### src/ext_bus_pkg.sv
// Purpose: shared constants for the external bus idle and release logic
// Assumes: one clock, synchronous active-high reset
// Notes: idle counts are in bus clock cycles

package ext_bus_pkg;

  // ----------------------------------------
  // sequencer states
  // ----------------------------------------
  typedef enum logic [4:0] {
    S_IDLE = 5'h01,
    S_GAP  = 5'h02,
    S_T1   = 5'h04,
    S_T2   = 5'h08,
    S_REL  = 5'h10
  } bus_state_e;

  // ----------------------------------------
  // idle condition bit positions and reset values
  // ----------------------------------------
  localparam int COND_WAR = 0;
  localparam int COND_RAR = 1;
  localparam int COND_RAW = 2;
  localparam logic [2:0] IDLE_COND_RST = 3'h7;
  localparam logic [7:0] IDLE_SEL_RST = 8'h00;
  localparam logic [1:0] IDLE_A_RST = 2'h0;
  localparam logic [1:0] IDLE_B_RST = 2'h0;

  // ----------------------------------------
  // counts
  // ----------------------------------------
  localparam logic [2:0] NOP_MAX = 3'h4;
  localparam logic [2:0] ONE_CYC = 3'h1;
  localparam logic [2:0] ZERO_CYC = 3'h0;

  // primary field maps 0..3 to 1..4, alternate maps 0 to 0 and 1..3 to 2..4
  function automatic logic [2:0] idle_count(input logic [1:0] code, input logic alt);
    logic [2:0] n;
    n = {1'b0, code} + ONE_CYC;
    if (alt && code == 2'h0) begin
      n = ZERO_CYC;
    end
    return n;
  endfunction : idle_count

endpackage : ext_bus_pkg

### src/ext_bus_ctrl.sv
// Purpose: external bus sequencer with idle insertion and bus release
// Assumes: internal master holds its request fields stable until ACK
// Notes: read data on D_IN is sampled in the last cycle of a read

`timescale 1ns/1ps

//Contract
//- after reset the idle setting keeps read strobe and next chip select apart
//- primary count 1..4, alternate 0/2/3/4, per-area select picks alternate
//- during idle cycles the address already shows the next cycle's address
//- idle cycle: data floats, strobes and selects high, address hold low
//- release only in extended mode with release enable and pin input enable
//- sampled request drives grant low and floats address, data, control
//- while released all bus pins stay at high impedance
//- while released external accesses stall until the request is withdrawn
//- clock change written while released waits for request withdrawal
//- cancel output low on external access, standby sleep or clock write
//- release request beats a simultaneous internal external access
//- cancel output returns high with the rising edge of the grant
//- read after read in other area inserts selected idle cycles
//- write after read inserts selected idle cycles
//- read after write inserts primary count idle cycles only
//- cycles without external access count toward idle, shortfall inserted
module ext_bus_ctrl
  import ext_bus_pkg::*;
#(
  parameter int ADDR_W = 24,
  parameter int DATA_W = 16,
  parameter int AREAS = 8
) (
  // clock and reset
  input wire logic REF_CLK,
  input wire logic RST,
  // configuration
  input wire logic EXT_MODE,
  input wire logic BUS_RELEASE_ENABLE,
  input wire logic INPUT_BUFFER_CONTROL,
  input wire logic CANCEL_OUTPUT_ENABLE,
  input wire logic IDLE_WR,
  input wire logic [2:0] IDLE_CONDITION_BITS,
  input wire logic [AREAS-1:0] IDLE_COUNT_GROUP_SELECT,
  input wire logic [1:0] PRIMARY_IDLE_COUNT,
  input wire logic [1:0] ALTERNATE_IDLE_COUNT,
  // internal master request
  input wire logic REQ,
  input wire logic REQ_WRITE,
  input wire logic [$clog2(AREAS)-1:0] REQ_AREA,
  input wire logic [ADDR_W-1:0] REQ_ADDR,
  input wire logic [1:0] REQ_BYTE_EN,
  input wire logic [DATA_W-1:0] REQ_WDATA,
  output logic ACK,
  output logic [DATA_W-1:0] RDATA,
  // power and clock events
  input wire logic SLEEP_STANDBY_REQ,
  input wire logic CLK_CHANGE_WR,
  output logic CLK_CHANGE_APPLY,
  // release handshake pins
  input wire logic RELEASE_REQUEST_INPUT_N,
  output logic RELEASE_GRANT_N,
  output logic RELEASE_CANCEL_OUTPUT_N,
  // address and data pins
  output logic [ADDR_W-1:0] A_OUT,
  output logic A_OE,
  input wire logic [DATA_W-1:0] D_IN,
  output logic [DATA_W-1:0] D_OUT,
  output logic D_OE,
  // control pins, one shared enable
  output logic CTRL_OE,
  output logic [AREAS-1:0] CS_N,
  output logic ADDRESS_STROBE_N,
  output logic ADDRESS_HOLD,
  output logic BUS_START_N,
  output logic RD_N,
  output logic RD_WR,
  output logic UPPER_WRITE_STROBE_N,
  output logic LOWER_WRITE_STROBE_N,
  output logic UPPER_BYTE_SELECT_N,
  output logic LOWER_BYTE_SELECT_N
);

  // area index must cover every select bit exactly and fit the 8-bit reset value
  if (ADDR_W < 1 || DATA_W != 16 || AREAS < 2 || AREAS > 8 ||
      (AREAS & (AREAS - 1)) != 0) begin : g_chk
    $error("ext_bus_ctrl: unsupported width or area count");
  end

  // ----------------------------------------
  // idle control register
  // ----------------------------------------
  logic [2:0] cond_q, cond_d;
  logic [AREAS-1:0] sel_q, sel_d;
  logic [1:0] cnt_a_q, cnt_a_d, cnt_b_q, cnt_b_d;

  always_comb begin
    cond_d = cond_q;
    sel_d = sel_q;
    cnt_a_d = cnt_a_q;
    cnt_b_d = cnt_b_q;
    if (IDLE_WR) begin
      cond_d = IDLE_CONDITION_BITS;
      sel_d = IDLE_COUNT_GROUP_SELECT;
      cnt_a_d = PRIMARY_IDLE_COUNT;
      cnt_b_d = ALTERNATE_IDLE_COUNT;
    end
  end

  // defaults give one idle cycle so read strobe never meets the next select
  always_ff @(posedge REF_CLK) begin
    if (RST) begin
      cond_q <= IDLE_COND_RST;
      sel_q <= IDLE_SEL_RST[AREAS-1:0];
      cnt_a_q <= IDLE_A_RST;
      cnt_b_q <= IDLE_B_RST;
    end else begin
      cond_q <= cond_d;
      sel_q <= sel_d;
      cnt_a_q <= cnt_a_d;
      cnt_b_q <= cnt_b_d;
    end
  end

  // ----------------------------------------
  // release request synchroniser
  // ----------------------------------------
  logic release_request_input_n;

  pin_sync #(.RST_VAL(1'b1)) u_release_request_input_sync (
    .clk(REF_CLK),
    .rst(RST),
    .pin(RELEASE_REQUEST_INPUT_N),
    .level(release_request_input_n)
  );

  logic rel_ok;
  assign rel_ok = EXT_MODE && BUS_RELEASE_ENABLE && INPUT_BUFFER_CONTROL;

  // ----------------------------------------
  // sequencer and pin drive
  // ----------------------------------------
  bus_state_e st_q, st_d;
  logic last_v_q, last_v_d, last_rd_q, last_rd_d;
  logic [$clog2(AREAS)-1:0] last_area_q, last_area_d;
  logic [2:0] nop_q, nop_d, gap_q, gap_d, need;
  logic clk_pend_q, clk_pend_d, apply_q, apply_d;
  logic ack_q, ack_d, back_q, back_d, release_cancel_output_q, release_cancel_output_d;
  logic [DATA_W-1:0] rdata_q, rdata_d, dout_q, dout_d;
  logic [ADDR_W-1:0] a_q, a_d;
  logic aoe_q, aoe_d, doe_q, doe_d, coe_q, coe_d;
  logic [AREAS-1:0] cs_q, cs_d;
  logic as_q, as_d, ah_q, ah_d, bs_q, bs_d, rd_q, rd_d, rdwr_q, rdwr_d;
  logic uw_q, uw_d, lw_q, lw_d, ub_q, ub_d, lb_q, lb_d;
  logic [2:0] req_cyc;

  // required idle cycles for the pending access against the last external one
  always_comb begin
    req_cyc = ZERO_CYC;
    if (last_v_q && last_rd_q && !REQ_WRITE && cond_q[COND_RAR] &&
        REQ_AREA != last_area_q) begin
      req_cyc = idle_count(sel_q[REQ_AREA] ? cnt_b_q : cnt_a_q, sel_q[REQ_AREA]);
    end
    if (last_v_q && last_rd_q && REQ_WRITE && cond_q[COND_WAR]) begin
      req_cyc = idle_count(sel_q[REQ_AREA] ? cnt_b_q : cnt_a_q, sel_q[REQ_AREA]);
    end
    if (last_v_q && !last_rd_q && !REQ_WRITE && cond_q[COND_RAW]) begin
      req_cyc = idle_count(cnt_a_q, 1'b0);
    end
    need = (req_cyc > nop_q) ? req_cyc - nop_q : ZERO_CYC;
  end

  always_comb begin
    st_d = st_q;
    gap_d = gap_q;
    nop_d = nop_q;
    last_v_d = last_v_q;
    last_rd_d = last_rd_q;
    last_area_d = last_area_q;
    ack_d = 1'b0;
    rdata_d = rdata_q;
    case (st_q)
      S_IDLE: begin
        if (rel_ok && !release_request_input_n) begin
          st_d = S_REL;
        end else if (REQ && need != ZERO_CYC) begin
          st_d = S_GAP;
          gap_d = need;
        end else if (REQ) begin
          st_d = S_T1;
        end else if (nop_q != NOP_MAX) begin
          nop_d = nop_q + ONE_CYC;
        end
      end
      S_GAP: begin
        gap_d = gap_q - ONE_CYC;
        if (gap_q == ONE_CYC) begin
          st_d = S_T1;
        end
      end
      S_T1: st_d = S_T2;
      S_T2: begin
        st_d = S_IDLE;
        ack_d = 1'b1;
        nop_d = ZERO_CYC;
        last_v_d = 1'b1;
        last_rd_d = !REQ_WRITE;
        last_area_d = REQ_AREA;
        if (!REQ_WRITE) begin
          rdata_d = D_IN;
        end
      end
      S_REL: begin
        // external access waits here; the withdrawal returns the bus
        if (release_request_input_n) begin
          st_d = S_IDLE;
        end else if (nop_q != NOP_MAX) begin
          nop_d = nop_q + ONE_CYC;
        end
      end
      default: st_d = S_IDLE;
    endcase

    // pin values follow the next state so they line up with st_q
    a_d = a_q;
    aoe_d = 1'b1;
    coe_d = 1'b1;
    doe_d = 1'b0;
    dout_d = dout_q;
    cs_d = '1;
    as_d = 1'b1;
    ah_d = 1'b0;
    bs_d = 1'b1;
    rd_d = 1'b1;
    rdwr_d = 1'b1;
    uw_d = 1'b1;
    lw_d = 1'b1;
    ub_d = 1'b1;
    lb_d = 1'b1;
    back_d = 1'b1;
    case (st_d)
      S_GAP: a_d = REQ_ADDR;
      S_T1, S_T2: begin
        a_d = REQ_ADDR;
        cs_d[REQ_AREA] = 1'b0;
        as_d = 1'b0;
        bs_d = (st_d != S_T1);
        rd_d = REQ_WRITE;
        rdwr_d = !REQ_WRITE;
        ub_d = !REQ_BYTE_EN[1];
        lb_d = !REQ_BYTE_EN[0];
        uw_d = !(REQ_WRITE && REQ_BYTE_EN[1]);
        lw_d = !(REQ_WRITE && REQ_BYTE_EN[0]);
        doe_d = REQ_WRITE;
        dout_d = REQ_WDATA;
      end
      S_REL: begin
        back_d = 1'b0;
        aoe_d = 1'b0;
        coe_d = 1'b0;
      end
      default: ;
    endcase

    // clock change waits while the bus is out
    clk_pend_d = clk_pend_q;
    apply_d = 1'b0;
    if (st_d == S_REL) begin
      clk_pend_d = clk_pend_q || CLK_CHANGE_WR;
    end else if (clk_pend_q || CLK_CHANGE_WR) begin
      apply_d = 1'b1;
      clk_pend_d = 1'b0;
    end

    // cancel output only while released; it lifts as the grant lifts
    release_cancel_output_d = !(CANCEL_OUTPUT_ENABLE && st_d == S_REL &&
                (REQ || SLEEP_STANDBY_REQ || clk_pend_q || CLK_CHANGE_WR));
  end

  always_ff @(posedge REF_CLK) begin
    if (RST) begin
      st_q <= S_IDLE;
      gap_q <= ZERO_CYC;
      nop_q <= NOP_MAX;
      last_v_q <= 1'b0;
      last_rd_q <= 1'b0;
      last_area_q <= '0;
      ack_q <= 1'b0;
      rdata_q <= '0;
      clk_pend_q <= 1'b0;
      apply_q <= 1'b0;
      release_cancel_output_q <= 1'b1;
      back_q <= 1'b1;
      a_q <= '0;
      aoe_q <= 1'b1;
      coe_q <= 1'b1;
      doe_q <= 1'b0;
      dout_q <= '0;
      cs_q <= '1;
      as_q <= 1'b1;
      ah_q <= 1'b0;
      bs_q <= 1'b1;
      rd_q <= 1'b1;
      rdwr_q <= 1'b1;
      uw_q <= 1'b1;
      lw_q <= 1'b1;
      ub_q <= 1'b1;
      lb_q <= 1'b1;
    end else begin
      st_q <= st_d;
      gap_q <= gap_d;
      nop_q <= nop_d;
      last_v_q <= last_v_d;
      last_rd_q <= last_rd_d;
      last_area_q <= last_area_d;
      ack_q <= ack_d;
      rdata_q <= rdata_d;
      clk_pend_q <= clk_pend_d;
      apply_q <= apply_d;
      release_cancel_output_q <= release_cancel_output_d;
      back_q <= back_d;
      a_q <= a_d;
      aoe_q <= aoe_d;
      coe_q <= coe_d;
      doe_q <= doe_d;
      dout_q <= dout_d;
      cs_q <= cs_d;
      as_q <= as_d;
      ah_q <= ah_d;
      bs_q <= bs_d;
      rd_q <= rd_d;
      rdwr_q <= rdwr_d;
      uw_q <= uw_d;
      lw_q <= lw_d;
      ub_q <= ub_d;
      lb_q <= lb_d;
    end
  end

  assign ACK = ack_q;
  assign RDATA = rdata_q;
  assign CLK_CHANGE_APPLY = apply_q;
  assign RELEASE_GRANT_N = back_q;
  assign RELEASE_CANCEL_OUTPUT_N = release_cancel_output_q;
  assign A_OUT = a_q;
  assign A_OE = aoe_q;
  assign D_OUT = dout_q;
  assign D_OE = doe_q;
  assign CTRL_OE = coe_q;
  assign CS_N = cs_q;
  assign ADDRESS_STROBE_N = as_q;
  assign ADDRESS_HOLD = ah_q;
  assign BUS_START_N = bs_q;
  assign RD_N = rd_q;
  assign RD_WR = rdwr_q;
  assign UPPER_WRITE_STROBE_N = uw_q;
  assign LOWER_WRITE_STROBE_N = lw_q;
  assign UPPER_BYTE_SELECT_N = ub_q;
  assign LOWER_BYTE_SELECT_N = lb_q;
endmodule : ext_bus_ctrl

### src/pin_sync.sv
// Purpose: three-stage synchroniser for an asynchronous pin
// Assumes: pin may change at any time relative to clk
// Notes: output moves only when stages two and three agree

`timescale 1ns/1ps

module pin_sync #(
  parameter logic RST_VAL = 1'b1
) (
  // clock and reset
  input wire logic clk,
  input wire logic rst,
  // pin and filtered level
  input wire logic pin,
  output logic level
);

  logic s1_q, s2_q, s3_q, lvl_q;
  logic lvl_d;

  always_comb begin
    lvl_d = lvl_q;
    if (s2_q == s3_q) begin
      lvl_d = s3_q;
    end
  end

  always_ff @(posedge clk) begin
    if (rst) begin
      s1_q <= RST_VAL;
      s2_q <= RST_VAL;
      s3_q <= RST_VAL;
      lvl_q <= RST_VAL;
    end else begin
      s1_q <= pin;
      s2_q <= s1_q;
      s3_q <= s2_q;
      lvl_q <= lvl_d;
    end
  end

  assign level = lvl_q;

endmodule : pin_sync
### config.mk
export PLATFORM = sky130hd
export DESIGN_NAME = ext_bus_ctrl
export DESIGN_NICKNAME = d
export VERILOG_FILES = /design/src/ext_bus_pkg.sv /design/src/ext_bus_ctrl.sv /design/src/pin_sync.sv
export SDC_FILE = /design/constraint.sdc
export NUM_CORES = 1
export LEC_CHECK = 0
export BUFFER_PORTS_ARGS = -buffer_cell sky130_fd_sc_hd__buf_2
export CAP_MARGIN = 10
export CORE_ASPECT_RATIO = 0.7
export CORE_MARGIN = 8
export CORE_UTILIZATION = 49
export DETAILED_ROUTE_END_ITERATION = 10
export GPL_ROUTABILITY_DRIVEN = 0
export PLACE_DENSITY = 0.9
export SLEW_MARGIN = 15
export SYNTH_ARGS = -nofsm -noshare
export SYNTH_HDL_FRONTEND = slang
export SYNTH_SLANG_ARGS = --single-unit
### constraint.sdc
create_clock -name REF_CLK -period 4.34 [get_ports REF_CLK]
set_input_delay 0.434 -clock REF_CLK [delete_from_list [all_inputs] [get_ports REF_CLK]]
set_output_delay 0.434 -clock REF_CLK [all_outputs]
set_load 0.01 [all_outputs]
==> results.sh, run 1 <==
export IMPL_grt_setup_unrepaired="false"
export IMPL_fin_setup_tns_ns=0
export IMPL_synthFlopType="dfxtp_1"
export IMPL_cpMaxStageDelayCell="fa_1"
export IMPL_io_buffer_count=166
export IMPL_irDropWorstVdd_uv=449
export IMPL_viasPerCell=5.08
export IMPL_cts_buffers=17
export IMPL_ant_nets=0
export IMPL_worstSetupEndpointType="flop"
export IMPL_ctsHoldBuffers=0
export IMPL_synth_seq_area_share_pct=48.5
export IMPL_hold_violations=0
export IMPL_antenna_found_initial=0
export IMPL_design_power_total_mw=4.16
export IMPL_grt_pass1_wl_um=19700
export IMPL_dp_hpwl_um=8550
export IMPL_finalSetupViolations=0
export IMPL_dieArea_um2=13000
export IMPL_ys_async_sr_fraction_pct=0
export IMPL_grt_max_degree=120
export IMPL_synth_xor_area_share_pct=1.31
export IMPL_crit_top_cell="mux2i_1"
export IMPL_fmax_mhz=273
export IMPL_htree_levels=4
export IMPL_cts_buffer_depth=2
export IMPL_drt_initial_drc_count=210
export IMPL_syn_instance_count=490
export IMPL_tightest_slew_ns=1.11
export IMPL_drive_above_1_share_pct=32.0
export IMPL_nNetsFinal=741
export IMPL_yosys_area_share_simple_pct=23.2
export IMPL_maxCapViolations=0
export IMPL_synth_cell_type_count=52
export IMPL_clk_latency_ns=0.41
export IMPL_first_global_vias=4138
export IMPL_fp_row_count=29
export IMPL_p_leak_nw=2.82
export IMPL_dp_cells=749
export IMPL_wl_per_cell_um=15.3
export IMPL_wirelength_um=12000
export IMPL_start_util_pct=51.0
export IMPL_fin_worst_skew_ns=0.00692
export IMPL_critical_path_cell_chain="mux4_2 > mux2i_1 > a21oi_1 > a2bb2oi_1 > ha_1 > fa_1 > nand2b_1 > a311o_1 > and3_1 > nor3b_4 > buf_12 > mux2i_1"
export IMPL_finalCritPeriodShare_pct=84.4
export IMPL_clkTransAtPathRegs_ns=0.05
export IMPL_final_cell_count_no_fill=781
export IMPL_regArea_um2=2260
export IMPL_fin_crit_ns=3.66
export IMPL_synth_adder_area_share_pct=2.57
export IMPL_area_growth_pct=31.5
export IMPL_path_buf_inv=1
export IMPL_fillCellCount=733
export IMPL_synthMuxAreaShare_pct=12.5
export IMPL_cts_setup_buffers=0
export IMPL_crit_type="flop to flop"
export IMPL_syn_area_um2=4670
export IMPL_critPathLaunchType="flop"
export IMPL_grt_usage_pct=18.6
export IMPL_placed_area_um2=5500
export IMPL_required_ns=4.67
export IMPL_critPathMaxFanout=32
export IMPL_num_vias=3968
export IMPL_cts_tree="yes"
export IMPL_yosysWarnings=0
export IMPL_final_util_pct=67.1
export IMPL_fp_dieW_um=133
export IMPL_finalInstanceArea_um2=6140
export IMPL_dr_pass1_iters=4
export IMPL_synth_edf_count=0
export IMPL_path_delay_family="multiplexers"
export IMPL_synth_avg_cell_area_um2=9.52
export IMPL_synth_compound_area_share_pct=7.29
export IMPL_grt_overflow_total=0
export IMPL_synth_nets=587
export IMPL_ys_ff_latch=113
export IMPL_relSlewSlack_pct=25.2
export IMPL_num_io_pins=168
export IMPL_core_area_um2=9140
export IMPL_die_h_um=97.7
export IMPL_max_stage_delay_ns=0.53
export IMPL_clock_sinks=113
export IMPL_min_path_type="input port to flop"
export IMPL_slew_viol_final=0
export IMPL_crit_arrival_ns=3.99
export IMPL_num_antenna_cells=0
export IMPL_status="finished, final reports clean"
export IMPL_cts_resized=0
export IMPL_synth_top_family_by_area="simple AND/OR/NAND/NOR gates"
export IMPL_drc=0
export IMPL_multi_input_area_um2=2190
export IMPL_root_buffer="clkbuf_16"
export IMPL_cellPowerDensity_nw_per_um2=677
==> final timing paths <==
check	startpoint	to	slack, ns	cells after the start
max reg2reg	sel_q[7]$_SDFFE_PP0P_	D_OUT[9]$_SDFFE_PP0P_	0.68	12
min reg2reg	u_release_request_input_sync.s1_q$_SDFF_PP1_	u_release_request_input_sync.s2_q$_SDFF_PP1_	0.42	1
min	CANCEL_OUTPUT_ENABLE	RELEASE_CANCEL_OUTPUT_N$_SDFF_PP1_	0.21	2
max	sel_q[7]$_SDFFE_PP0P_	D_OUT[9]$_SDFFE_PP0P_	0.68	12
==> registers in the layout, indices dropped and copies added (netlist names), 2 cells and up <==
| register | cells |
|---|---|
| A_OUT | 24 |
| CS_N | 8 |
| D_OUT | 16 |
| RDATA | 16 |
| cnt_a_q | 2 |
| cnt_b_q | 2 |
| cond_q | 3 |
| gap_q | 3 |
| last_area_q | 3 |
| nop_q | 3 |
| sel_q | 8 |
| st_q | 5 |
==> layer usage <==
metal | vias to the layer above | global-route usage, % | wire length (µm)
met2 | 130 | 30.5 | 5760
met5 | - | 0 | 0
met1 | 1844 | 21.2 | 5120
met3 | 12 | 8.73 | 1000
met4 | 0 | 5.74 | 91
li1 | 1982 | - | -
==> worst reg2reg max path: cells and delay by family, from the launching register on <==
| kind | cells | cell delay, ns |
|---|---|---|
| mux | 3 | 1.05 |
| compound gates | 3 | 0.68 |
| flops | 1 | 0.31 |
| fa+ha+maj | 2 | 0.76 |
| simple gates | 3 | 0.56 |
| buf+inv | 1 | 0.24 |
==> cells in the mapped netlist, types with 2 or more instances <==
cell	n	area, µm²
a211o_1	3	26.3
a21oi_1	28	140
a22o_1	2	17.5
a31oi_1	2	12.5
and2_1	2	12.5
and3_1	3	18.8
buf_2	5	25.0
buf_4	5	37.5
buf_6	4	45.0
clkbuf_1	19	71.3
dfxtp_1	113	2260
ha_1	8	100
inv_1	9	33.8
mux2i_1	54	541
mux4_2	2	45.0
nand2_1	46	173
nand2b_1	36	225
nand3_1	15	75.1
nand3b_1	9	67.6
nand4_1	6	37.5
nand4b_1	5	43.8
nor2_1	51	191
nor2b_1	8	50.1
nor3_1	4	20.0
nor3b_1	2	15.0
nor4_1	3	18.8
o21ai_0	9	45.0
o31ai_1	2	15.0
o32ai_1	2	17.5
or2_2	5	31.3
or3_1	2	12.5
xnor2_1	2	17.5
xor2_1	5	43.8
==> report_power, final <==
part / leakage (nW) / switching, mW / total, mW / internal, mW
Sequential: 0.924 / 0.138 / 1.40 / 1.27
Combinational: 1.59 / 0.688 / 1.28 / 0.590
Clock: 0.302 / 0.504 / 1.47 / 0.969
Total: 2.82 / 1.33 / 4.16 / 2.83
==> cells in the final DEF (no fill, tap or decap), drive strengths merged, types with 2 or more instances in the layout <==
master    synthesis  layout
o21ai             9       9
buf              14     168
ha                8       8
and2              2       2
and3              3       3
nand2b           36      36
nand3b            9       9
nor2             51      51
nand4b            5       5
clkbuf           19      18
inv               9      12
nand3            15      15
xor2              5       5
nand4             6       6
nor2b             8       8
nand2            47      47
a21oi            28      28
nor4              3       3
mux2i            54      54
mux4              2       2
a22o              2       2
xnor2             2       2
or3               3       3
bufinv            0       4
nor3b             3       3
nor3              4       4
clkinvlp          0       2
a211o             3       3
dfxtp           113     113
o32ai             2       2
a31oi             2       2
clkinv            0       5
o31ai             2       2
or2               6       6
==> cell type report <==
cell class | count | share of cell area (%)
flip-flops and latches | 113 | 36.9
multi-input cells | 335 | 35.7
repair buffers | 168 | 14.0
clock buffers | 18 | 6.99
clock inverters | 14 | 3.34
well taps | 124 | 2.53
inverters | 9 | 0.550
==> logic make-up after synthesis <==
logic type / after synthesis
AND/OR/NAND/NOR: 206
flip-flops: 113
AO/OA/AOI/OAI: 56
multiplexers: 56
buffers and inverters: 42
adder cells (fa/ha/maj): 9
XOR/XNOR: 7
other: 1
==> metrics by stage <==
step                hold WS [ns]  worst slack [ns]
finish                     0.215             0.678
global route               0.199             0.378
CTS                        0.202             0.690
detailed placement         0.407             0.335
global placement           0.392             0.460
floorplan                  0.389             0.391
(Power assumes the default switching activity.)
==> inputs of run 2 (changes only) <==
CORE_UTILIZATION = 45   (was 49)
PLACE_DENSITY = 0.87   (was 0.9)
clock period = 3.2 ns   (was 4.34 ns; I/O delays follow)
==> run 2 against run 1 <==
Compared with the run above: the run now ends with negative setup slack left; cell count increased by 3.6%; power increased by 39%; die area increased by 7.6%; critical endpoint is now D_OUT[12]$_SDFFE_PP0P_.
==> results.sh, run 2 (synthesized netlist as in run 1, its figures left out) <==
export IMPL_p_switching_mw=1.82
export IMPL_grt_overflow_total=0
export IMPL_p_leak_nw=2.93
export IMPL_switching_share_pct=31.4
export IMPL_seqPwrFrac_pct=32.9
export IMPL_relSlewSlack_pct=48.5
export IMPL_finalSetupViolations=33
export IMPL_path_buf_inv=2
export IMPL_multi_input_area_um2=2260
export IMPL_wirelength_um=12100
export IMPL_path_delay_family="multiplexers"
export IMPL_num_vias=4050
export IMPL_num_io_pins=168
export IMPL_viasPerCell=5.01
export IMPL_cpMaxStageDelayCell="fa_1"
export IMPL_combPwrFrac_pct=34.2
export IMPL_antenna_found_initial=0
export IMPL_fin_crit_ns=3.41
export IMPL_maxCapViolations=0
export IMPL_tightest_slew_ns=0.773
export IMPL_nNetsFinal=763
export IMPL_start_util_pct=45.6
export IMPL_fillCellCount=845
export IMPL_area_growth_pct=36.5
export IMPL_grt_setup_unrepaired="true"
export IMPL_whs_ns=0.103
export IMPL_p_clk_share_pct=32.9
export IMPL_wl_per_cell_um=14.9
export IMPL_p_int_mw=3.97
export IMPL_grt_usage_pct=17.0
export IMPL_grt_max_degree=90
export IMPL_fin_worst_skew_ns=0.00892
export IMPL_clk_latency_ns=0.40
export IMPL_io_buffer_count=166
export IMPL_ant_nets=0
export IMPL_min_path_type="input port to flop"
export IMPL_core_area_um2=10200
export IMPL_busiest_layer="met2"
export IMPL_crit_top_cell="mux2i_4"
export IMPL_worstSetupEndpointType="flop"
export IMPL_critPathMaxFanout=7
export IMPL_num_antenna_cells=0
export IMPL_dp_hpwl_um=8650
export IMPL_slew_viol_final=0
export IMPL_setup_ws_ns=-0.209
export IMPL_mostFrequentLayoutCell="buf_2"
export IMPL_drc=0
export IMPL_fmax_mhz=293
export IMPL_grt_pass1_wl_um=19000
export IMPL_regArea_um2=2260
export IMPL_fp_row_count=31
export IMPL_largest_reg_flops=24
export IMPL_status="complete, but fails checks"
export IMPL_crit_arrival_ns=3.73
export IMPL_critPathLaunchType="flop"
export IMPL_final_cell_count_no_fill=809
export IMPL_root_buffer="clkbuf_16"
export IMPL_violations="negative setup slack"
export IMPL_drive_above_1_share_pct=35.7
export IMPL_dr_pass1_iters=5
export IMPL_layout_common_cells="buf_2 (165), dfxtp_1 (112), mux2i_1 (52)"
export IMPL_dieArea_um2=13900
export IMPL_hold_violations=0
export IMPL_finalCritPeriodShare_pct=107
export IMPL_cts_tree="yes"
export IMPL_irDropWorstVdd_uv=470
export IMPL_required_ns=3.52
export IMPL_cellPowerDensity_nw_per_um2=908
export IMPL_clkTransAtPathRegs_ns=0.05
export IMPL_critical_path_cell_chain="mux4_2 > mux2i_4 > a21oi_2 > a2bb2oi_2 > ha_2 > fa_1 > nand2b_1 > a311o_1 > and3_4 > nor3b_4 > buf_6 > buf_8 > mux2i_4"
export IMPL_grt_met1_usage_pct=19.7
export IMPL_crit_type="flop to flop"
export IMPL_fp_dieW_um=138
export IMPL_drt_initial_drc_count=196
export IMPL_cts_buffers=17
export IMPL_first_global_vias=4053
export IMPL_ctsHoldBuffers=0
export IMPL_die_h_um=101
export IMPL_met3_usage_pct=8.13
export IMPL_htree_levels=4
export IMPL_max_stage_delay_ns=0.55
export IMPL_cts_buffer_depth=2
export IMPL_dp_cells=774
export IMPL_clock_sinks=113
export IMPL_met2_usage_pct=27.7
run 2: power groups by stage:
stage / registers, mW / clock network, mW / logic (mW)
final: 1.90 / 1.90 / 1.98
after detailed placement: 1.92 / 0 / 1.75
after CTS: 1.90 / 1.93 / 1.93
after global routing: 1.94 / 2.01 / 2.15
after global placement: 1.91 / 0 / 1.69
after floorplan: 2.02 / 0 / 1.16
run 2: what timing repair did:
| action | in CTS | in global routing |
|---|---|---|
| resized for setup | 14 | 9 |
| pin swaps | 4 | 6 |
| buffers inserted | 2 | 2 |
| cloned | 2 | 0 |
| hold endpoints to repair | 0 | 0 |
| setup endpoints to repair | 32 | 34 |
run 2: path summary, 6_finish.rpt:
kind / slack, ns / to / cells past startpoint / startpoint
worst max register to register: -0.21 / D_OUT[12]$_SDFFE_PP0P_ / 13 / sel_q[6]$_SDFFE_PP0P_
worst min-delay path: 0.10 / u_release_request_input_sync.s1_q$_SDFF_PP1_ / 2 / RELEASE_REQUEST_INPUT_N
worst min register to register: 0.41 / u_release_request_input_sync.s2_q$_SDFF_PP1_ / 1 / u_release_request_input_sync.s1_q$_SDFF_PP1_
worst max-delay path: -0.21 / D_OUT[12]$_SDFFE_PP0P_ / 13 / sel_q[6]$_SDFFE_PP0P_
run 2: cell type report:
class	instances	area share [%]
sequential	113	35.5
multi-input combinational	335	35.4
timing repair buffer	190	16.4
clock buffer	21	7.38
tap	132	2.59
clock inverter	9	2.08
inverter	9	0.530
run 2: routing by layer:
layer / vias up / wire (µm)
met5: - / 0
met4: 0 / 108
met3: 13 / 1200
met2: 147 / 5590
met1: 1864 / 5190
li1: 2026 / -
run 2: stage by stage:
stage                     worst slack (ns)  area [µm²]  utilization, %  power (mW)  setup TNS (ns)
after floorplan                     -0.360        4720               -        3.18           -9.59
after CTS                           -0.143        6330            61.8        5.76           -2.07
after global placement              -0.336        5650            55.2        3.60           -9.43
final                               -0.209        6370            62.2        5.78           -3.96
after global routing                -0.282        6370            62.2        6.10           -6.94
after detailed placement            -0.454        5650            55.2        3.68          -13.05
